## src/hw/ttcpc_defs.vh

```
// constants for the at-speed transition-test capture pulse controller
// assumes a 32-bit classic wishbone register port and one 100 MHz core clock
`ifndef TTCPC_DEFS_VH
`define TTCPC_DEFS_VH

// clock and widths
`define TTCPC_CLK_PERIOD_NS   10
`define TTCPC_CNT_W           8
`define TTCPC_NUM_DOM         24
`define TTCPC_NUM_MEMLINK     4
`define TTCPC_ADR_W           8

// register byte addresses
`define TTCPC_ADR_CTRL        8'h00
`define TTCPC_ADR_COUNT       8'h04
`define TTCPC_ADR_TARGET      8'h08
`define TTCPC_ADR_STATUS      8'h0c

// control register fields
`define TTCPC_CTRL_DSEL       0
`define TTCPC_DSEL_CORE       1'h0
`define TTCPC_DSEL_IO         1'h1

// status register fields
`define TTCPC_ST_MODE         0
`define TTCPC_ST_ALIGN        1
`define TTCPC_ST_RUN          2
`define TTCPC_ST_DONE         3
`define TTCPC_ST_DSEL         4
`define TTCPC_ST_REM_LO       8
`define TTCPC_ST_REM_HI       15

// reset values
`define TTCPC_RST_COUNT       8'h00
`define TTCPC_RST_TARGET      24'h000000
`define TTCPC_ZERO_CNT        8'h00
`define TTCPC_ONE_CNT         8'h01

// domains 0..20 have a core clock header, 16..23 an io header
`define TTCPC_CORE_OK         24'h1fffff
`define TTCPC_IO_OK           24'hff0000

// controller states
`define TTCPC_S_IDLE          2'h0
`define TTCPC_S_ALIGN         2'h1
`define TTCPC_S_RUN           2'h2
`define TTCPC_S_DONE          2'h3

`endif

```

## src/hw/ttcpc_ctrl.v

```verilog
// at-speed transition-test capture pulse controller with wishbone setup registers
// assumes all inputs synchronous to core_clk except the capture trigger pin,
// and io_sync_en as a one-cycle pulse marking each io clock edge (core/4)
//
// Overview of operation
// - capture trigger is synchronised, then its rise enables the pulse counter.
// - targeted core stops go low for exactly the programmed count, io stops for count/4 io cycles rounded down, pipelined out.
// - pulse counter is eight bits, up to 255 capture pulses per trigger.
// - one domain-select bit: zero core (default), one io.
// - several core domains, or several io domains, may pulse together.
// - array write-inhibit output is driven high throughout transition test.
// - counting starts aligned to an io sync-enable pulse in both domains.
// - target flops load ones for targets; stop outputs are their inverse.
// - target chain covers 24 domains, bit 0 nearest scan-in.
// - memory-link domain stops stay asserted during transition test.
// - misc-io and debug shared stop stays asserted, so untestable.
// - test protect output is test protect ORed with at-speed mode.
// - all control runs on core clock; io stops update on io sync pulses.
//
// The register offsets and the Wishbone slave port were left to the implementer.
`timescale 1ns/1ps
`default_nettype none
`include "ttcpc_defs.vh"

module ttcpc_ctrl #(
	parameter CNT_W   = `TTCPC_CNT_W,
	parameter NUM_DOM = `TTCPC_NUM_DOM,
	parameter NUM_ML  = `TTCPC_NUM_MEMLINK
) (
	input  wire                 core_clk,
	input  wire                 srst,
	// wishbone slave
	input  wire                 wb_cyc_i,
	input  wire                 wb_stb_i,
	input  wire                 wb_we_i,
	input  wire [7:0]           wb_adr_i,
	input  wire [3:0]           wb_sel_i,
	input  wire [31:0]          wb_dat_i,
	output reg  [31:0]          wb_dat_o,
	output reg                  wb_ack_o,
	// tester pins
	input  wire                 test_mode_pin,
	input  wire                 at_speed_test_mode_pin,
	input  wire                 capture_trigger_input,
	input  wire                 test_protect_in,
	// io clock edge marker
	input  wire                 io_sync_en,
	// outputs toward cluster headers
	output reg  [NUM_DOM-1:0]   core_clk_stop,
	output reg  [NUM_DOM-1:0]   io_clk_stop,
	output reg  [NUM_ML-1:0]    memlink_clk_stop,
	output reg                  misc_dbg_clk_stop,
	output reg                  array_wr_inhibit,
	output reg                  test_protect_out,
	output reg                  at_speed_fault_mode
);

	// byte-lane merge used by every writable register
	function [31:0] lane_merge;
		input [31:0] old_val;
		input [31:0] new_val;
		input [3:0]  sel;
		integer k;
		begin
			lane_merge = old_val;
			for (k = 0; k < 4; k = k + 1) begin
				if (sel[k]) begin
					lane_merge[k*8 +: 8] = new_val[k*8 +: 8];
				end
			end
		end
	endfunction

	// pulse window for one domain type: only targets that type can serve, only while it runs
	function [NUM_DOM-1:0] open_mask;
		input [NUM_DOM-1:0] tgt;
		input [NUM_DOM-1:0] capable;
		input               enable;
		begin
			open_mask = tgt & capable & {NUM_DOM{enable}};
		end
	endfunction

	// write strobe for one register, true in the cycle whose closing edge lands the write
	function wr_hit;
		input       wr;
		input [7:0] adr;
		input [7:0] reg_adr;
		begin
			wr_hit = wr & (adr == reg_adr);
		end
	endfunction

	// controller states; done keeps the stops closed until a new count is written,
	// so a stray second trigger cannot open the clocks with a stale count
	localparam [1:0] S_IDLE  = `TTCPC_S_IDLE;
	localparam [1:0] S_ALIGN = `TTCPC_S_ALIGN;
	localparam [1:0] S_RUN   = `TTCPC_S_RUN;
	localparam [1:0] S_DONE  = `TTCPC_S_DONE;

	// register state
	reg                 dsel_ff;
	reg [CNT_W-1:0]     count_ff;
	reg [NUM_DOM-1:0]   target_ff;
	reg [CNT_W-1:0]     rem_ff;
	reg [1:0]           state_ff;
	reg [1:0]           nxt_state;
	reg [CNT_W-1:0]     nxt_rem;

	// trigger synchroniser, first stage read only by the second
	reg                 trig_s1_ff;
	reg                 trig_s2_ff;
	reg                 trig_prev_ff;

	// first pipeline stage of the stop signals
	reg [NUM_DOM-1:0]   core_stage_ff;
	reg [NUM_DOM-1:0]   io_stage_ff;

	wire                mode_on;
	wire                bus_req;
	wire                bus_wr;
	wire                trig_rise;
	wire                running;
	wire [31:0]         ctrl_word;
	wire [31:0]         count_word;
	wire [31:0]         target_word;
	wire [31:0]         status_word;
	wire [31:0]         ctrl_new;
	wire [31:0]         count_new;
	wire [31:0]         target_new;
	wire [NUM_DOM-1:0]  core_pulse;
	wire [NUM_DOM-1:0]  io_pulse;
	reg  [31:0]         rd_mux;

	assign mode_on = test_mode_pin & at_speed_test_mode_pin;
	assign bus_req = wb_cyc_i & wb_stb_i;
	// write lands at the edge where ack is seen high by the master
	assign bus_wr  = bus_req & wb_we_i & wb_ack_o;

	assign ctrl_word   = {31'h00000000, dsel_ff};
	assign count_word  = {{(32-CNT_W){1'b0}}, count_ff};
	assign target_word = {{(32-NUM_DOM){1'b0}}, target_ff};
	assign status_word = {16'h0000, rem_ff, 3'h0, dsel_ff,
		(state_ff == S_DONE), (state_ff == S_RUN),
		(state_ff == S_ALIGN), mode_on};

	assign ctrl_new   = lane_merge(ctrl_word, wb_dat_i, wb_sel_i);
	assign count_new  = lane_merge(count_word, wb_dat_i, wb_sel_i);
	assign target_new = lane_merge(target_word, wb_dat_i, wb_sel_i);

	// read decode; unmapped addresses answer with zero
	always @* begin
		case (wb_adr_i)
			`TTCPC_ADR_CTRL:   rd_mux = ctrl_word;
			`TTCPC_ADR_COUNT:  rd_mux = count_word;
			`TTCPC_ADR_TARGET: rd_mux = target_word;
			`TTCPC_ADR_STATUS: rd_mux = status_word;
			default:           rd_mux = 32'h00000000;
		endcase
	end

	// one wait state: ack one cycle after the request, dropped the cycle after
	always @(posedge core_clk) begin
		if (srst) begin
			wb_ack_o <= 1'b0;
			wb_dat_o <= 32'h00000000;
		end else begin
			wb_ack_o <= bus_req & ~wb_ack_o;
			if (bus_req & ~wb_ack_o & ~wb_we_i) begin
				wb_dat_o <= rd_mux;
			end
		end
	end

	// setup registers stand in for the scanned-in setup flops; each is reloaded
	// on its own address so a partial reload leaves the others untouched
	always @(posedge core_clk) begin
		if (srst) begin
			dsel_ff <= `TTCPC_DSEL_CORE;
		end else if (wr_hit(bus_wr, wb_adr_i, `TTCPC_ADR_CTRL)) begin
			dsel_ff <= ctrl_new[`TTCPC_CTRL_DSEL];
		end
	end

	always @(posedge core_clk) begin
		if (srst) begin
			count_ff <= `TTCPC_RST_COUNT;
		end else if (wr_hit(bus_wr, wb_adr_i, `TTCPC_ADR_COUNT)) begin
			count_ff <= count_new[CNT_W-1:0];
		end
	end

	always @(posedge core_clk) begin
		if (srst) begin
			target_ff <= `TTCPC_RST_TARGET;
		end else if (wr_hit(bus_wr, wb_adr_i, `TTCPC_ADR_TARGET)) begin
			target_ff <= target_new[NUM_DOM-1:0];
		end
	end

	// trigger pin is asynchronous; two flops before anything looks at it
	always @(posedge core_clk) begin
		if (srst) begin
			trig_s1_ff   <= 1'b0;
			trig_s2_ff   <= 1'b0;
			trig_prev_ff <= 1'b0;
		end else begin
			trig_s1_ff   <= capture_trigger_input;
			trig_s2_ff   <= trig_s1_ff;
			trig_prev_ff <= trig_s2_ff;
		end
	end

	assign trig_rise = trig_s2_ff & ~trig_prev_ff;

	// a zero count is refused so a tester slip cannot leave the clocks open
	always @* begin
		nxt_state = state_ff;
		nxt_rem   = rem_ff;
		case (state_ff)
			S_IDLE: begin
				if (mode_on & trig_rise & (count_ff != `TTCPC_ZERO_CNT)) begin
					nxt_state = S_ALIGN;
				end
			end
			S_ALIGN: begin
				if (io_sync_en) begin
					nxt_state = S_RUN;
					nxt_rem   = count_ff;
				end
			end
			S_RUN: begin
				nxt_rem = rem_ff - `TTCPC_ONE_CNT;
				if (rem_ff == `TTCPC_ONE_CNT) begin
					nxt_state = S_DONE;
				end
			end
			S_DONE: begin
				// stays parked until software writes a new count
				if (wr_hit(bus_wr, wb_adr_i, `TTCPC_ADR_COUNT)) begin
					nxt_state = S_IDLE;
				end
			end
			default: begin
				nxt_state = S_IDLE;
			end
		endcase
		if (!mode_on) begin
			nxt_state = S_IDLE;
			nxt_rem   = `TTCPC_ZERO_CNT;
		end
	end

	always @(posedge core_clk) begin
		if (srst) begin
			state_ff <= S_IDLE;
			rem_ff   <= `TTCPC_ZERO_CNT;
		end else begin
			state_ff <= nxt_state;
			rem_ff   <= nxt_rem;
		end
	end

	assign running = (state_ff == S_RUN);

	// only one domain type is opened, chosen by the select bit
	assign core_pulse = open_mask(target_ff, `TTCPC_CORE_OK,
		running & (dsel_ff == `TTCPC_DSEL_CORE));
	assign io_pulse   = open_mask(target_ff, `TTCPC_IO_OK,
		running & (dsel_ff == `TTCPC_DSEL_IO));

	// first stage holds the open (run) pattern; zero at reset means all stopped
	always @(posedge core_clk) begin
		if (srst) begin
			core_stage_ff <= {NUM_DOM{1'b0}};
			io_stage_ff   <= {NUM_DOM{1'b0}};
		end else begin
			core_stage_ff <= core_pulse;
			// io stops only move on an io clock edge, so io pulse counts stay whole
			if (io_sync_en) begin
				io_stage_ff <= io_pulse;
			end
		end
	end

	// mode flags are registered so they leave the unit in step with the stops
	always @(posedge core_clk) begin
		if (srst) begin
			array_wr_inhibit    <= 1'b0;
			test_protect_out    <= 1'b0;
			at_speed_fault_mode <= 1'b0;
		end else begin
			at_speed_fault_mode <= mode_on;
			test_protect_out    <= test_protect_in | at_speed_test_mode_pin;
			array_wr_inhibit    <= mode_on;
		end
	end

	// core stops: inverse of the open pattern; outside the mode no stop is imposed
	always @(posedge core_clk) begin
		if (srst) begin
			core_clk_stop <= {NUM_DOM{1'b0}};
		end else if (!mode_on) begin
			core_clk_stop <= {NUM_DOM{1'b0}};
		end else begin
			core_clk_stop <= ~core_stage_ff;
		end
	end

	// in the mode io stops move only on an io clock edge and are held in between; leaving the mode clears them at once
	always @(posedge core_clk) begin
		if (srst) begin
			io_clk_stop <= {NUM_DOM{1'b0}};
		end else if (!mode_on) begin
			io_clk_stop <= {NUM_DOM{1'b0}};
		end else if (io_sync_en) begin
			io_clk_stop <= ~io_stage_ff;
		end
	end

	// memory-link is asynchronous to this clock, and the shared misc/debug stop
	// cannot give a clean single-domain capture, so both stay stopped in the mode
	always @(posedge core_clk) begin
		if (srst) begin
			memlink_clk_stop  <= {NUM_ML{1'b0}};
			misc_dbg_clk_stop <= 1'b0;
		end else begin
			memlink_clk_stop  <= {NUM_ML{mode_on}};
			misc_dbg_clk_stop <= mode_on;
		end
	end

endmodule // ttcpc_ctrl
`default_nettype wire

```

## config.mk

```make
export PLATFORM = sky130hd
export DESIGN_NAME = ttcpc_ctrl
export DESIGN_NICKNAME = d
export VERILOG_FILES = /design/src/hw/ttcpc_ctrl.v
export VERILOG_INCLUDE_DIRS = /design/src /design/src/hw
export SDC_FILE = /design/constraint.sdc
export NUM_CORES = 1
export LEC_CHECK = 0
export BUFFER_PORTS_ARGS = -buffer_cell sky130_fd_sc_hd__buf_4
export CELL_PAD_IN_SITES_DETAIL_PLACEMENT = 1
export CELL_PAD_IN_SITES_GLOBAL_PLACEMENT = 2
export CORE_MARGIN = 3
export CORE_UTILIZATION = 34
export DETAILED_ROUTE_END_ITERATION = 12
export PLACE_DENSITY = 0.89
export SYNTH_ARGS = -nofsm -noshare
export SYNTH_HDL_FRONTEND = slang
export SYNTH_SLANG_ARGS = --single-unit
```

## constraint.sdc

```tcl
create_clock -name core_clk -period 2.65 [get_ports core_clk]
set_clock_uncertainty 0.15 [all_clocks]
set_input_delay 0.3975 -clock core_clk [delete_from_list [all_inputs] [get_ports core_clk]]
set_output_delay 0.3975 -clock core_clk [all_outputs]
set_load 0.05 [all_outputs]
```

; Word level (Yosys, flattened, before mapping)
; Cells that the tools add are included.
[word_totals]
reg_bits = 178
out_inout_bits = 89
wordCells = 75
[classes]
addsub = 1
eq_ne = 11
n_mux = 8
bitwise = 24
reduce_logical = 12
[op_table]
columns = op, count
row1 = 24-bit case mux with 4 select lines, 1
row2 = 24-bit inverter, 2
row3 = 21-bit by 24-bit AND with 24-bit output, 1
row4 = 24-bit AND, 1
row5 = "8-bit by 4-bit == test with 1-bit output, second input constant", 2
row6 = 8-bit case mux with 2 select lines, 1
row7 = 1-bit AND, 14
row8 = 2-bit AND reduction, 6
row9 = "8-bit by 1-bit == test with 1-bit output, second input constant", 1
row10 = "8-bit by 3-bit == test with 1-bit output, second input constant", 1
row11 = 8-bit logical NOT, 1
row12 = 2-bit 2-to-1 mux, 4
row13 = 8-bit 2-to-1 mux, 1
row14 = 2-bit case mux with 4 select lines, 1
row15 = 8-bit nonzero test, 1
row16 = "8-bit by 1-bit subtractor with 8-bit output, second input constant", 1
row17 = 1-bit inverter, 5
row18 = "2-bit == test, second input constant", 2
row19 = "2-bit by 1-bit inequality test with 1-bit output, second input constant", 2
row20 = "2-bit inequality test, second input constant", 2
row21 = 4-bit AND reduction, 1
row22 = "2-bit by 1-bit == test with 1-bit output, second input constant", 1
row23 = 2-bit logical NOT, 1
row24 = 2-bit nonzero test, 1
row25 = 2 further kinds, 2

; Logic depth before layout (Yosys ltp)
; Gate-level depths: netlist of run 1.
[logic_depth]
ltp_word = 6
depth_mapped = 9

; Least setup slack after synthesis of run 1
; Ideal clock, no wire load.
[synth_timing]
kind = register to register
startpoint = register wb_ack_o
endpoint = register wb_dat_o[16]
arrival_ns = 1.768
required_time_ns = 2.435
setup_slack_ns = 0.667
stages_incl_launch_ff = 8
path_cell_list = dfxtp_1 > nand4bb_1 > buf_6 > nor4b_4 > and2_1 > buf_6 > a22oi_2 > nor2_2
[synth_between]
elab_chain_cells = 3
[synth_rtl]
columns = item, line_no
row1 = start: declaration, ttcpc_ctrl.v:40  ; output reg wb_ack_o,
row2 = start signal: assignment, ttcpc_ctrl.v:168  ; wb_ack_o <= bus_req & ~wb_ack_o;
row3 = 1-bit inverter, ttcpc_ctrl.v:169  ; if (bus_req & ~wb_ack_o & ~wb_we_i) begin
row4 = 1-bit AND (2 in series), ttcpc_ctrl.v:169
row5 = end signal: assignment, ttcpc_ctrl.v:170  ; wb_dat_o <= rd_mux;
row6 = end: declaration, ttcpc_ctrl.v:39  ; output reg [31:0] wb_dat_o,
; No other way between the ends.
; A chain may end at the register's enable or synchronous reset.

; Worst setup path in the final report of run 1
[layout_timing]
startpoint = register state_ff[0]
endpoint = register core_stage_ff[16]
[layout_between]
elab_chain_cells = 3
[layout_rtl]
columns = item, line_no
row1 = start: declaration, ttcpc_ctrl.v:106  ; reg [1:0] state_ff;
row2 = start signal: assignment, ttcpc_ctrl.v:259  ; state_ff <= nxt_state;
row3 = 2-bit == test, ttcpc_ctrl.v:264  ; assign running = (state_ff == S_RUN);
row4 = 1-bit AND, ttcpc_ctrl.v:268  ; running & (dsel_ff == `TTCPC_DSEL_CORE));
row5 = 21-bit by 24-bit AND with 24-bit output, ttcpc_ctrl.v:80  ; open_mask = tgt & capable & {NUM_DOM{enable}};
row6 = end signal: assignment, ttcpc_ctrl.v:275  ; core_stage_ff <= {NUM_DOM{1'b0}};
row7 = end signal: assignment, ttcpc_ctrl.v:278  ; core_stage_ff <= core_pulse;
row8 = end: declaration, ttcpc_ctrl.v:116  ; reg [NUM_DOM-1:0] core_stage_ff;
; No other way between the ends.

==> impl_metrics.yaml, run 1 <==
global_route:
  antenna_found_initial: 0
  grt_pass1_vias: 4207
  grt_start_max_net_pins: 39
  overflow: 0
  grt_pass1_wl_um: 22300
  grt_usage_pct: 17.2
synthesis:
  yosys.area_share.simple_pct: 18.5
  avgSynthCellArea_um2: 9.76
  seq_area_frac_synth_pct: 50.6
  synth_xor_area_share_pct: 0
  synth_top_family_by_area: "simple AND/OR/NAND/NOR gates"
  ys_warn_count: 0
  synth_edf_count: 0
  synthAdderAreaFrac_pct: 1.67
  synth_mux_area_share_pct: 7.52
  ys_types: 46
  synth-async-reset-ratio_pct: 0
  synth_top_flop_cell: "dfxtp_1"
  synth_seq_cells: 133
  synth_compound_area_share_pct: 13.2
  synth_area_mm2: 0.00526
  synthCells: 539
setup_path:
  timing_worst_setup_path_type: "reg2reg"
  end_kind: "register"
  worst-r2r-cell-count: 7
  cp.arrival_ns: 2.38
  cp_max_fo: 23
  crit_path_start_kind: "register"
  cp.required_ns: 2.86
clocking:
  cts_buffers: 17
  postCtsSetupRepairBufs: 0
  clock-sinks: 133
  root_buffer: "clkbuf_16"
  cts_tree: "built"
  clk_pin_slew_ns: 0.06
  clk_latency_ns: 0.42
  clockBufferDepth: 2
  cts_hold_buf: 0
  ctsResizeCount: 0
  htreeDepth: 4
sta:
  worst_pin_slew_ns: 0.608
  tns_ns: 0
  slew_violations: 0
  rsz0062_at_grt: "no"
  fin_crit_sh_pct: 82.0
  fin_crit_ns: 2.17
  clock.fmax_ghz: 0.460
  finalSetupViolCount: 0
  hold_viol_final: 0
  relSlewSlack_pct: 59.5
detailed_routing:
  drt_wl_total_um: 14400
  vias: 4138
  post_drt_wl_per_cell_um: 17.3
  initialDrtViolationCount: 175
  vias_per_cell: 4.97
  drc: 0
  drt_pre_antenna_iters: 4
  ant_nets: 0
finish:
  nets: 697
  area_delta_synth_final_pct: 29.3
  fin_util_pct: 45.9
  layout-drive-gt1-share_pct: 33.4
  antennaDiodeCount: 0
pwr:
  pwr-share-comb_pct: 6.7
  leakage_nw: 2.91
  internal_power_w: 0.00384
  pwr-share-clk_pct: 52.3
  swShare_pct: 22.5
  power_per_cell_area_mw_per_mm2: 729
  seq_power_share_pct: 41.0
  ir_drop_mv: 0.447
  p_switching_w: 0.00111
floorplanning:
  die_width_um: 130
  die_y_um: 130
  fp-row-count: 44
  ios: 143
  initial_core_util_pct: 35.5
  dieArea_mm2: 0.0170
  coreArea_mm2: 0.0148
placement:
  gp_congestion: 0.847
  io_buffers: 125
  hpwl_um: 10300
outcome:
  status: "complete, no violations"
flow_run:
  maxCapViolations: 0
worst_hold_path:
  hold_depth: 2
  worstHoldPathType: "in2reg"
==> final timing paths <==
check / slack (ns) / startpoint / to
setup reg to reg: 0.48 / state_ff[0]$_SDFFE_PP0P_ / core_stage_ff[16]$_SDFF_PP0_
hold / removal: 0.05 / capture_trigger_input / trig_s1_ff$_SDFF_PP0_
setup / recovery: 0.48 / state_ff[0]$_SDFFE_PP0P_ / core_stage_ff[16]$_SDFF_PP0_
hold reg to reg: 0.23 / core_stage_ff[18]$_SDFF_PP0_ / core_clk_stop[18]$_SDFF_PP0_
==> Yosys cell counts, drive strengths merged, types with 9 or more instances <==
| master | count | share of area (%) |
|---|---|---|
| clkbuf | 22 | 1.6 |
| inv | 10 | 0.71 |
| and2 | 25 | 3.0 |
| mux2 | 10 | 2.1 |
| o21ai | 17 | 1.6 |
| mux2i | 26 | 4.9 |
| nor2 | 92 | 7.4 |
| buf | 43 | 6.1 |
| nand2 | 27 | 1.9 |
| a22oi | 25 | 5.1 |
| nand3 | 13 | 1.4 |
| dfxtp | 133 | 51 |
| a211oi | 9 | 1.3 |
| a21oi | 27 | 2.6 |
==> worst max-delay path: stages, from the launching register on <==
cell and delay (ns):
dfxtp_1 0.34, inv_1 0.12, ha_1 0.25, buf_4 0.27
inv_1 0.11, nor3_2 0.43, buf_4 0.29, and2_1 0.16
==> cells by family after synthesis <==
kind of cell               after synthesis
adders and majority gates                7
buffers and inverters                   76
AOI/OAI and AO/OA                       95
DFF                                    133
other                                    1
muxes                                   37
and+or+nand+nor                        190
==> per-layer routing <==
layer | share of wire [%] | global-route usage (%)
met5 | 0 | 0
met4 | 1.2 | 5.02
met3 | 5.5 | 6.02
met2 | 49 | 28.3
met1 | 45 | 21.4
==> flip-flops by register name, summed over array words and instances, names as in the netlist <==
name / flops
core_clk_stop: 22
rem_ff: 8
trig_prev_ff: 1
count_ff: 8
trig_s1_ff: 1
dsel_ff: 1
trig_s2_ff: 1
wb_ack_o: 1
target_ff: 24
test_protect_out: 1
io_stage_ff: 8
core_stage_ff: 21
io_clk_stop: 9
state_ff: 2
memlink_clk_stop: 1
wb_dat_o: 24
==> cell usage in the layout, fill, tap and decap left out, types with 4 or more instances in the layout <==
cell,count
buf_4,136
dfxtp_1,133
nor2_1,75
nand2_1,27
a21oi_1,27
mux2i_1,26
and2_1,25
o21ai_0,17
nor2_2,17
clkbuf_16,17
a22oi_2,16
nand3_1,11
inv_1,10
mux2_2,10
a211oi_1,9
a22oi_1,9
conb_1,8
a22o_1,7
ha_1,7
nor2b_1,6
bufinv_16,5
nand2b_1,4
nor3_1,4
nand4_1,4
==> stage by stage <==
stage          setup WS, ns  power (W)  cell area, um^2  std cells  hold slack, ns
4_1_cts               0.471    0.00501             6800        833          0.0313
6_report              0.477    0.00496             6800        833          0.0483
5_1_grt               0.281    0.00513             6800        833          0.0389
3_3_place_gp          0.520    0.00240             6140        801           0.220
2_1_floorplan         0.667    0.00231             5290        546           0.218
3_5_place_dp          0.395    0.00241             6140        801           0.225
==> cell type report <==
class                           count  area (um^2)
Clock buffer                       20          457
Clock inverter                     12          199
Fill cell                        1655         8010
Inverter                           11         41.3
Multi-Input combinational cell    337         2190
Sequential cell                   133         2660
Tap cell                          184          230
Timing Repair Buffer              136         1020
==> power by group through the flow <==
stage | clock (W) | combinational, W | sequential [W]
after floorplan | 0 | 0.000163 | 0.00214
after global placement | 0 | 0.000330 | 0.00208
after detailed placement | 0 | 0.000333 | 0.00208
after CTS | 0.00265 | 0.000335 | 0.00203
after global routing | 0.00274 | 0.000350 | 0.00203
final | 0.00259 | 0.000332 | 0.00203
Power figures use the tool's default switching activity.
==> inputs of run 2 (changes only) <==
--- a/config.mk
+++ b/config.mk
@@ -10,9 +10,9 @@
 export CELL_PAD_IN_SITES_DETAIL_PLACEMENT = 1
 export CELL_PAD_IN_SITES_GLOBAL_PLACEMENT = 2
 export CORE_MARGIN = 3
-export CORE_UTILIZATION = 34
+export CORE_UTILIZATION = 31
 export DETAILED_ROUTE_END_ITERATION = 12
-export PLACE_DENSITY = 0.89
+export PLACE_DENSITY = 0.82
 export SYNTH_ARGS = -nofsm -noshare
 export SYNTH_HDL_FRONTEND = slang
 export SYNTH_SLANG_ARGS = --single-unit
==> constraint.sdc (replaced) <==
create_clock -name core_clk -period 2 [get_ports core_clk]
set_clock_uncertainty 0.15 [all_clocks]
set_input_delay 0.3 -clock core_clk [delete_from_list [all_inputs] [get_ports core_clk]]
set_output_delay 0.3 -clock core_clk [all_outputs]
set_load 0.05 [all_outputs]
==> run 2 against run 1 <==
Net effect: worst setup slack got worse by 0.38 ns; largest cell class unchanged; core utilization fell by 1.5 points; non-clock buffer count rose by 41; clock power rose by 15%; sequential power rose by 33%; cell area rose by 6.1%; clock-buffer cell count fell by 1; cell count rose by 8.8%; combinational power rose by 52%.
==> impl_metrics.yaml, run 2 (synthesis gave the netlist of run 1 again) <==
placement:
  gp_congestion: 0.807
  dp.cells: 843
  post_dp_cell_area_mm2: 0.00630
  hpwl_um: 10900
  io_buffers: 125
  post-place-ws_ns: -0.0508
setup_path:
  critPathTopFamily: "compound AO/OA/AOI/OAI gates"
  slowest_delay_ns: 0.53
  reg2reg_from: "count_ff[7]$_SDFFE_PP0P_"
  path_cells: "or4_4 > o2111ai_2 > a222oi_1 > buf_4 > a211o_1 > nand2_1"
  rr_endpoint: "state_ff[1]$_SDFFE_PP0P_"
  end_kind: "register"
  cp.arrival_ns: 2.12
  worst-r2r-cell-count: 6
  r2r_slack_ns: 0.10
  crit_path_start_kind: "register"
  timing_worst_setup_path_type: "reg2reg"
  crit_path_top_delay_cell: "or4_4"
  cp.required_ns: 2.22
  cp_max_fo: 4
  path_buf_inv: 1
sta:
  rsz0062_at_grt: "no"
  tns_ns: 0
  fin_crit_sh_pct: 94.9
  slew_violations: 0
  hold_viol_final: 0
  fin_crit_ns: 1.90
  worst_pin_slew_ns: 0.566
  clock.fmax_ghz: 0.527
  worst_slack_ns: 0.101
  finalSetupViolCount: 0
  relSlewSlack_pct: 62.3
worst_hold_path:
  hold_depth: 3
  worstHoldEndpoint: "target_ff[13]$_SDFFE_PP0P_"
  hold_start: "wb_dat_i[13]"
  worstHoldPathType: "in2reg"
clocking:
  root_buffer: "clkbuf_16"
  clk_latency_ns: 0.43
  cts_tree: "built"
  clk_pin_slew_ns: 0.06
  cts_buffers: 17
  htreeDepth: 4
  clock-sinks: 133
  clockBufferDepth: 2
pwr:
  ir_drop_mv: 0.628
  power_w: 0.00617
  power_per_cell_area_mw_per_mm2: 855
  leakage_nw: 3.05
global_route:
  overflow: 0
  grt_pass1_vias: 4481
  antenna_found_initial: 0
  grt_pass1_wl_um: 24000
  grt_usage_pct: 16.9
  grt_start_max_net_pins: 43
flow_run:
  maxCapViolations: 0
finish:
  area_delta_synth_final_pct: 37.2
  fin_area_mm2: 0.00722
  fill_cells: 1853
  nets: 738
  antennaDiodeCount: 0
  layout_commonest_cell: "buf_4"
  fin_cells: 906
  layout-drive-gt1-share_pct: 34.1
  most-common-layout-cells: "144 x buf_4, 132 x dfxtp_1, 75 x nor2_1"
  reg_top3: "target_ff: 24 flops, wb_dat_o: 24 flops, core_clk_stop: 22 flops"
detailed_routing:
  drt_wl_total_um: 15300
  drc: 0
  post_drt_wl_per_cell_um: 16.9
  drt_pre_antenna_iters: 4
  vias_per_cell: 4.77
  vias: 4321
  ant_nets: 0
  initialDrtViolationCount: 156
floorplanning:
  ios: 143
  initial_core_util_pct: 32.4
  die_width_um: 136
  die_y_um: 136
  dieArea_mm2: 0.0186
  coreArea_mm2: 0.0162
  fp-row-count: 46
outcome:
  status: "complete, no violations"
-- run 2: changes by cell type in the layout (fill, tap and decap cells not counted), sizes merged --
| cell | delta |
|---|---|
| clkbuf | -1 |
| buf | +11 |
| dlygate4sd3 | +30 |
| clkinv | -1 |
| clkinvlp | +3 |
| bufinv | -4 |
| inv | +3 |
-- run 2: through the flow --
stage	hold WS, ns	utilization, %
floorplan	0.218	-
global placement	0.220	38.8
detailed placement	0.223	38.8
CTS	0.0231	44.2
global route	0.0635	44.5
finish	0.0441	44.5
-- run 2: worst max-delay path by stage --
stage	from	to	slack (ns)	depth (start not counted)
6_report	count_ff[7]$_SDFFE_PP0P_	state_ff[1]$_SDFFE_PP0P_	0.10	6
5_1_grt	count_ff[7]$_SDFFE_PP0P_	state_ff[1]$_SDFFE_PP0P_	0.008	6
4_1_cts	state_ff[0]$_SDFFE_PP0P_	state_ff[0]$_SDFFE_PP0P_	0.01	5
3_5_place_dp	wb_adr_i[5]	target_ff[13]$_SDFFE_PP0P_	-0.05	6
3_3_place_gp	wb_adr_i[5]	target_ff[13]$_SDFFE_PP0P_	0.09	6
2_1_floorplan	wb_ack_o$_SDFF_PP0_	wb_dat_o[16]$_SDFFE_PP0P_	0.02	7
-- run 2: timing repair --
item	in CTS	in global routing
hold buffers	30	0
setup endpoints to repair	4	13
endpoints found under the hold margin	40	0
gates resized for setup	1	9
setup buffers	0	1
pin swaps	0	2
-- run 2: metal layers --
layer / track usage (%) / vias to the layer above / share of wire, %
met3: 5.37 / 17 / 7.4
met1: 21.1 / 2078 / 43
li1: - / 2080 / -
met5: 0 / - / 0
met4: 5.88 / 0 / 1.4
met2: 27.4 / 146 / 48
-- run 2: area by class of cell --
type | count | area (um^2) | area share (%)
Inverter | 11 | 41.3 | 0.572
Sequential cell | 133 | 2660 | 36.9
Multi-Input combinational cell | 337 | 2230 | 30.9
Clock buffer | 19 | 443 | 6.14
Timing Repair Buffer | 177 | 1440 | 20.0
Clock inverter | 13 | 125 | 1.73
Tap cell | 216 | 270 | 3.75
-- run 2: power breakdown --
part | internal, W | switching [W] | total (W)
registers | 0.00268 | 0.0000145 | 0.00269
clock network | 0.00176 | 0.00121 | 0.00297
logic | 0.000179 | 0.000326 | 0.000505
-- run 2: worst register-to-register path, cell delays in order, from the launching register on --
cell       delay, ns
dfxtp_2         0.34
or4_4           0.53
o2111ai_2       0.22
a222oi_1        0.09
buf_4           0.16
a211o_1         0.29
nand2_1         0.05
==> inputs of run 3 (changes only) <==
--- a/config.mk
+++ b/config.mk
@@ -6,12 +6,13 @@
 export SDC_FILE = /design/constraint.sdc
 export NUM_CORES = 1
 export LEC_CHECK = 0
-export BUFFER_PORTS_ARGS = -buffer_cell sky130_fd_sc_hd__buf_4
+export BUFFER_PORTS_ARGS = -buffer_cell sky130_fd_sc_hd__buf_2
 export CELL_PAD_IN_SITES_DETAIL_PLACEMENT = 1
 export CELL_PAD_IN_SITES_GLOBAL_PLACEMENT = 2
 export CORE_MARGIN = 3
 export CORE_UTILIZATION = 31
 export DETAILED_ROUTE_END_ITERATION = 12
+export GPL_ROUTABILITY_DRIVEN = 0
 export PLACE_DENSITY = 0.82
 export SYNTH_ARGS = -nofsm -noshare
 export SYNTH_HDL_FRONTEND = slang
==> run 3 against run 2 <==
Net effect: global-route usage down 0.46 points; cell area down 4.4%; via count down 0.90%; total power up 2.8%; die area unchanged; first-iteration DRC count down 7.1%; fmax down 1.0%.
==> impl_metrics.yaml, run 3 (synthesis gave the netlist of run 1 again) <==
outcome:
  status: "complete, no violations"
clocking:
  clk_pin_slew_ns: 0.06
  clk_latency_ns: 0.42
  root_buffer: "clkbuf_16"
  clockBufferDepth: 2
  cts_tree: "built"
  htreeDepth: 4
  clock-sinks: 133
  cts_buffers: 17
sta:
  slew_violations: 0
  fin_crit_ns: 1.92
  fin_crit_sh_pct: 95.9
  finalSetupViolCount: 0
  clock.fmax_ghz: 0.521
  hold_viol_final: 0
setup_path:
  path_cells: "or4_1 > o2111ai_2 > a222oi_1 > buf_4 > a211o_1 > nand2_1"
  end_kind: "register"
  path_buf_inv: 1
  cp.arrival_ns: 2.13
  crit_path_start_kind: "register"
  critPathTopFamily: "simple AND/OR/NAND/NOR gates"
  cp.required_ns: 2.21
  slowest_delay_ns: 0.57
  cp_max_fo: 4
  crit_path_top_delay_cell: "or4_1"
  timing_worst_setup_path_type: "reg2reg"
detailed_routing:
  ant_nets: 0
  post_drt_wl_per_cell_um: 16.6
  drt_wl_total_um: 14900
  initialDrtViolationCount: 145
  drc: 0
  drt_pre_antenna_iters: 4
  vias: 4282
  vias_per_cell: 4.75
floorplanning:
  ios: 143
  dieArea_mm2: 0.0186
  die_y_um: 136
  die_width_um: 136
  fp-row-count: 46
  coreArea_mm2: 0.0162
  initial_core_util_pct: 32.4
finish:
  most-common-layout-cells: "132 x dfxtp_1, 125 x buf_2, 75 x nor2_1"
  antennaDiodeCount: 0
  seq_area_mm2: 0.00266
  layout_commonest_cell: "dfxtp_1"
  fill_cells: 1866
  reg_top3: "target_ff: 24 flops, wb_dat_o: 24 flops, core_clk_stop: 22 flops"
  fin_util_pct: 42.5
  area_delta_synth_final_pct: 31.1
  nets: 734
  layout-drive-gt1-share_pct: 33.7
  fin_cells: 902
  multi_input_area_mm2: 0.00221
placement:
  io_buffers: 125
  dp.cells: 842
  hpwl_um: 10600
flow_run:
  maxCapViolations: 0
global_route:
  overflow: 0
  grt_start_max_net_pins: 43
  grt_pass1_vias: 4431
  antenna_found_initial: 0
  grt_usage_pct: 16.4
  grt_pass1_wl_um: 23300
pwr:
  power_per_cell_area_mw_per_mm2: 919
  leakage_nw: 3.03
  ir_drop_mv: 0.557
worst_hold_path:
  worstHoldPathType: "in2reg"
## run 3: worst paths after layout
| check | slack [ns] | startpoint | endpoint | depth (start not counted) |
|---|---|---|---|---|
| min reg2reg | 0.23 | core_stage_ff[18]$_SDFF_PP0_ | core_clk_stop[18]$_SDFF_PP0_ | 1 |
| max reg2reg | 0.08 | count_ff[3]$_SDFFE_PP0P_ | state_ff[1]$_SDFFE_PP0P_ | 6 |
| min | 0.03 | wb_dat_i[3] | count_ff[3]$_SDFFE_PP0P_ | 3 |
| max | 0.08 | count_ff[3]$_SDFFE_PP0P_ | state_ff[1]$_SDFFE_PP0P_ | 6 |
## run 3: power by group
part / switching [W] / internal, W
registers: 0.0000119 / 0.00268
clock network: 0.00117 / 0.00202
logic: 0.000320 / 0.000130
total: 0.00151 / 0.00483
## run 3: metal layers
layer  wire [um]  vias to the layer above  track usage, %
met3         949                       19            4.81
li1            -                     2071               -
met5           0                        -               0
met1        6810                     2060            20.7
met4         229                        0            5.82
met2        6950                      132            26.7
## run 3: what timing repair did
action,CTS,global route
endpoints found under the hold margin,28,0
pin swaps,0,1
setup endpoints to repair,3,13
setup buffers,0,1
hold buffers,27,0
gates resized for setup,1,5
## run 3: stage by stage
step	cell area [um^2]	TNS (ns)	hold slack, ns	worst slack, ns	power [W]
CTS	6870	0	0.00288	0.0449	0.00640
global route	6900	-0.0175	0.0200	-0.0175	0.00656
finish	6900	0	0.0310	0.0814	0.00634
detailed placement	5990	0	0.225	0.0158	0.00316
floorplan	5290	0	0.218	0.0172	0.00306
global placement	5990	0	0.219	0.0987	0.00315
## run 3: cell type report
| type | count | area share (%) |
|---|---|---|
| flip-flops and latches | 133 | 38.6 |
| repair buffers | 173 | 16.1 |
| multi-input cells | 337 | 32.0 |
| well taps | 216 | 3.92 |
| clock buffers | 20 | 6.62 |
| inverters | 11 | 0.599 |
| clock inverters | 12 | 2.20 |
## run 3: worst register-to-register path: cells and delay by family, from the launching register on
kind | cells | cell delay (ns)
simple gates | 2 | 0.63
compound gates | 3 | 0.61
flops | 1 | 0.32
buf+inv | 1 | 0.16
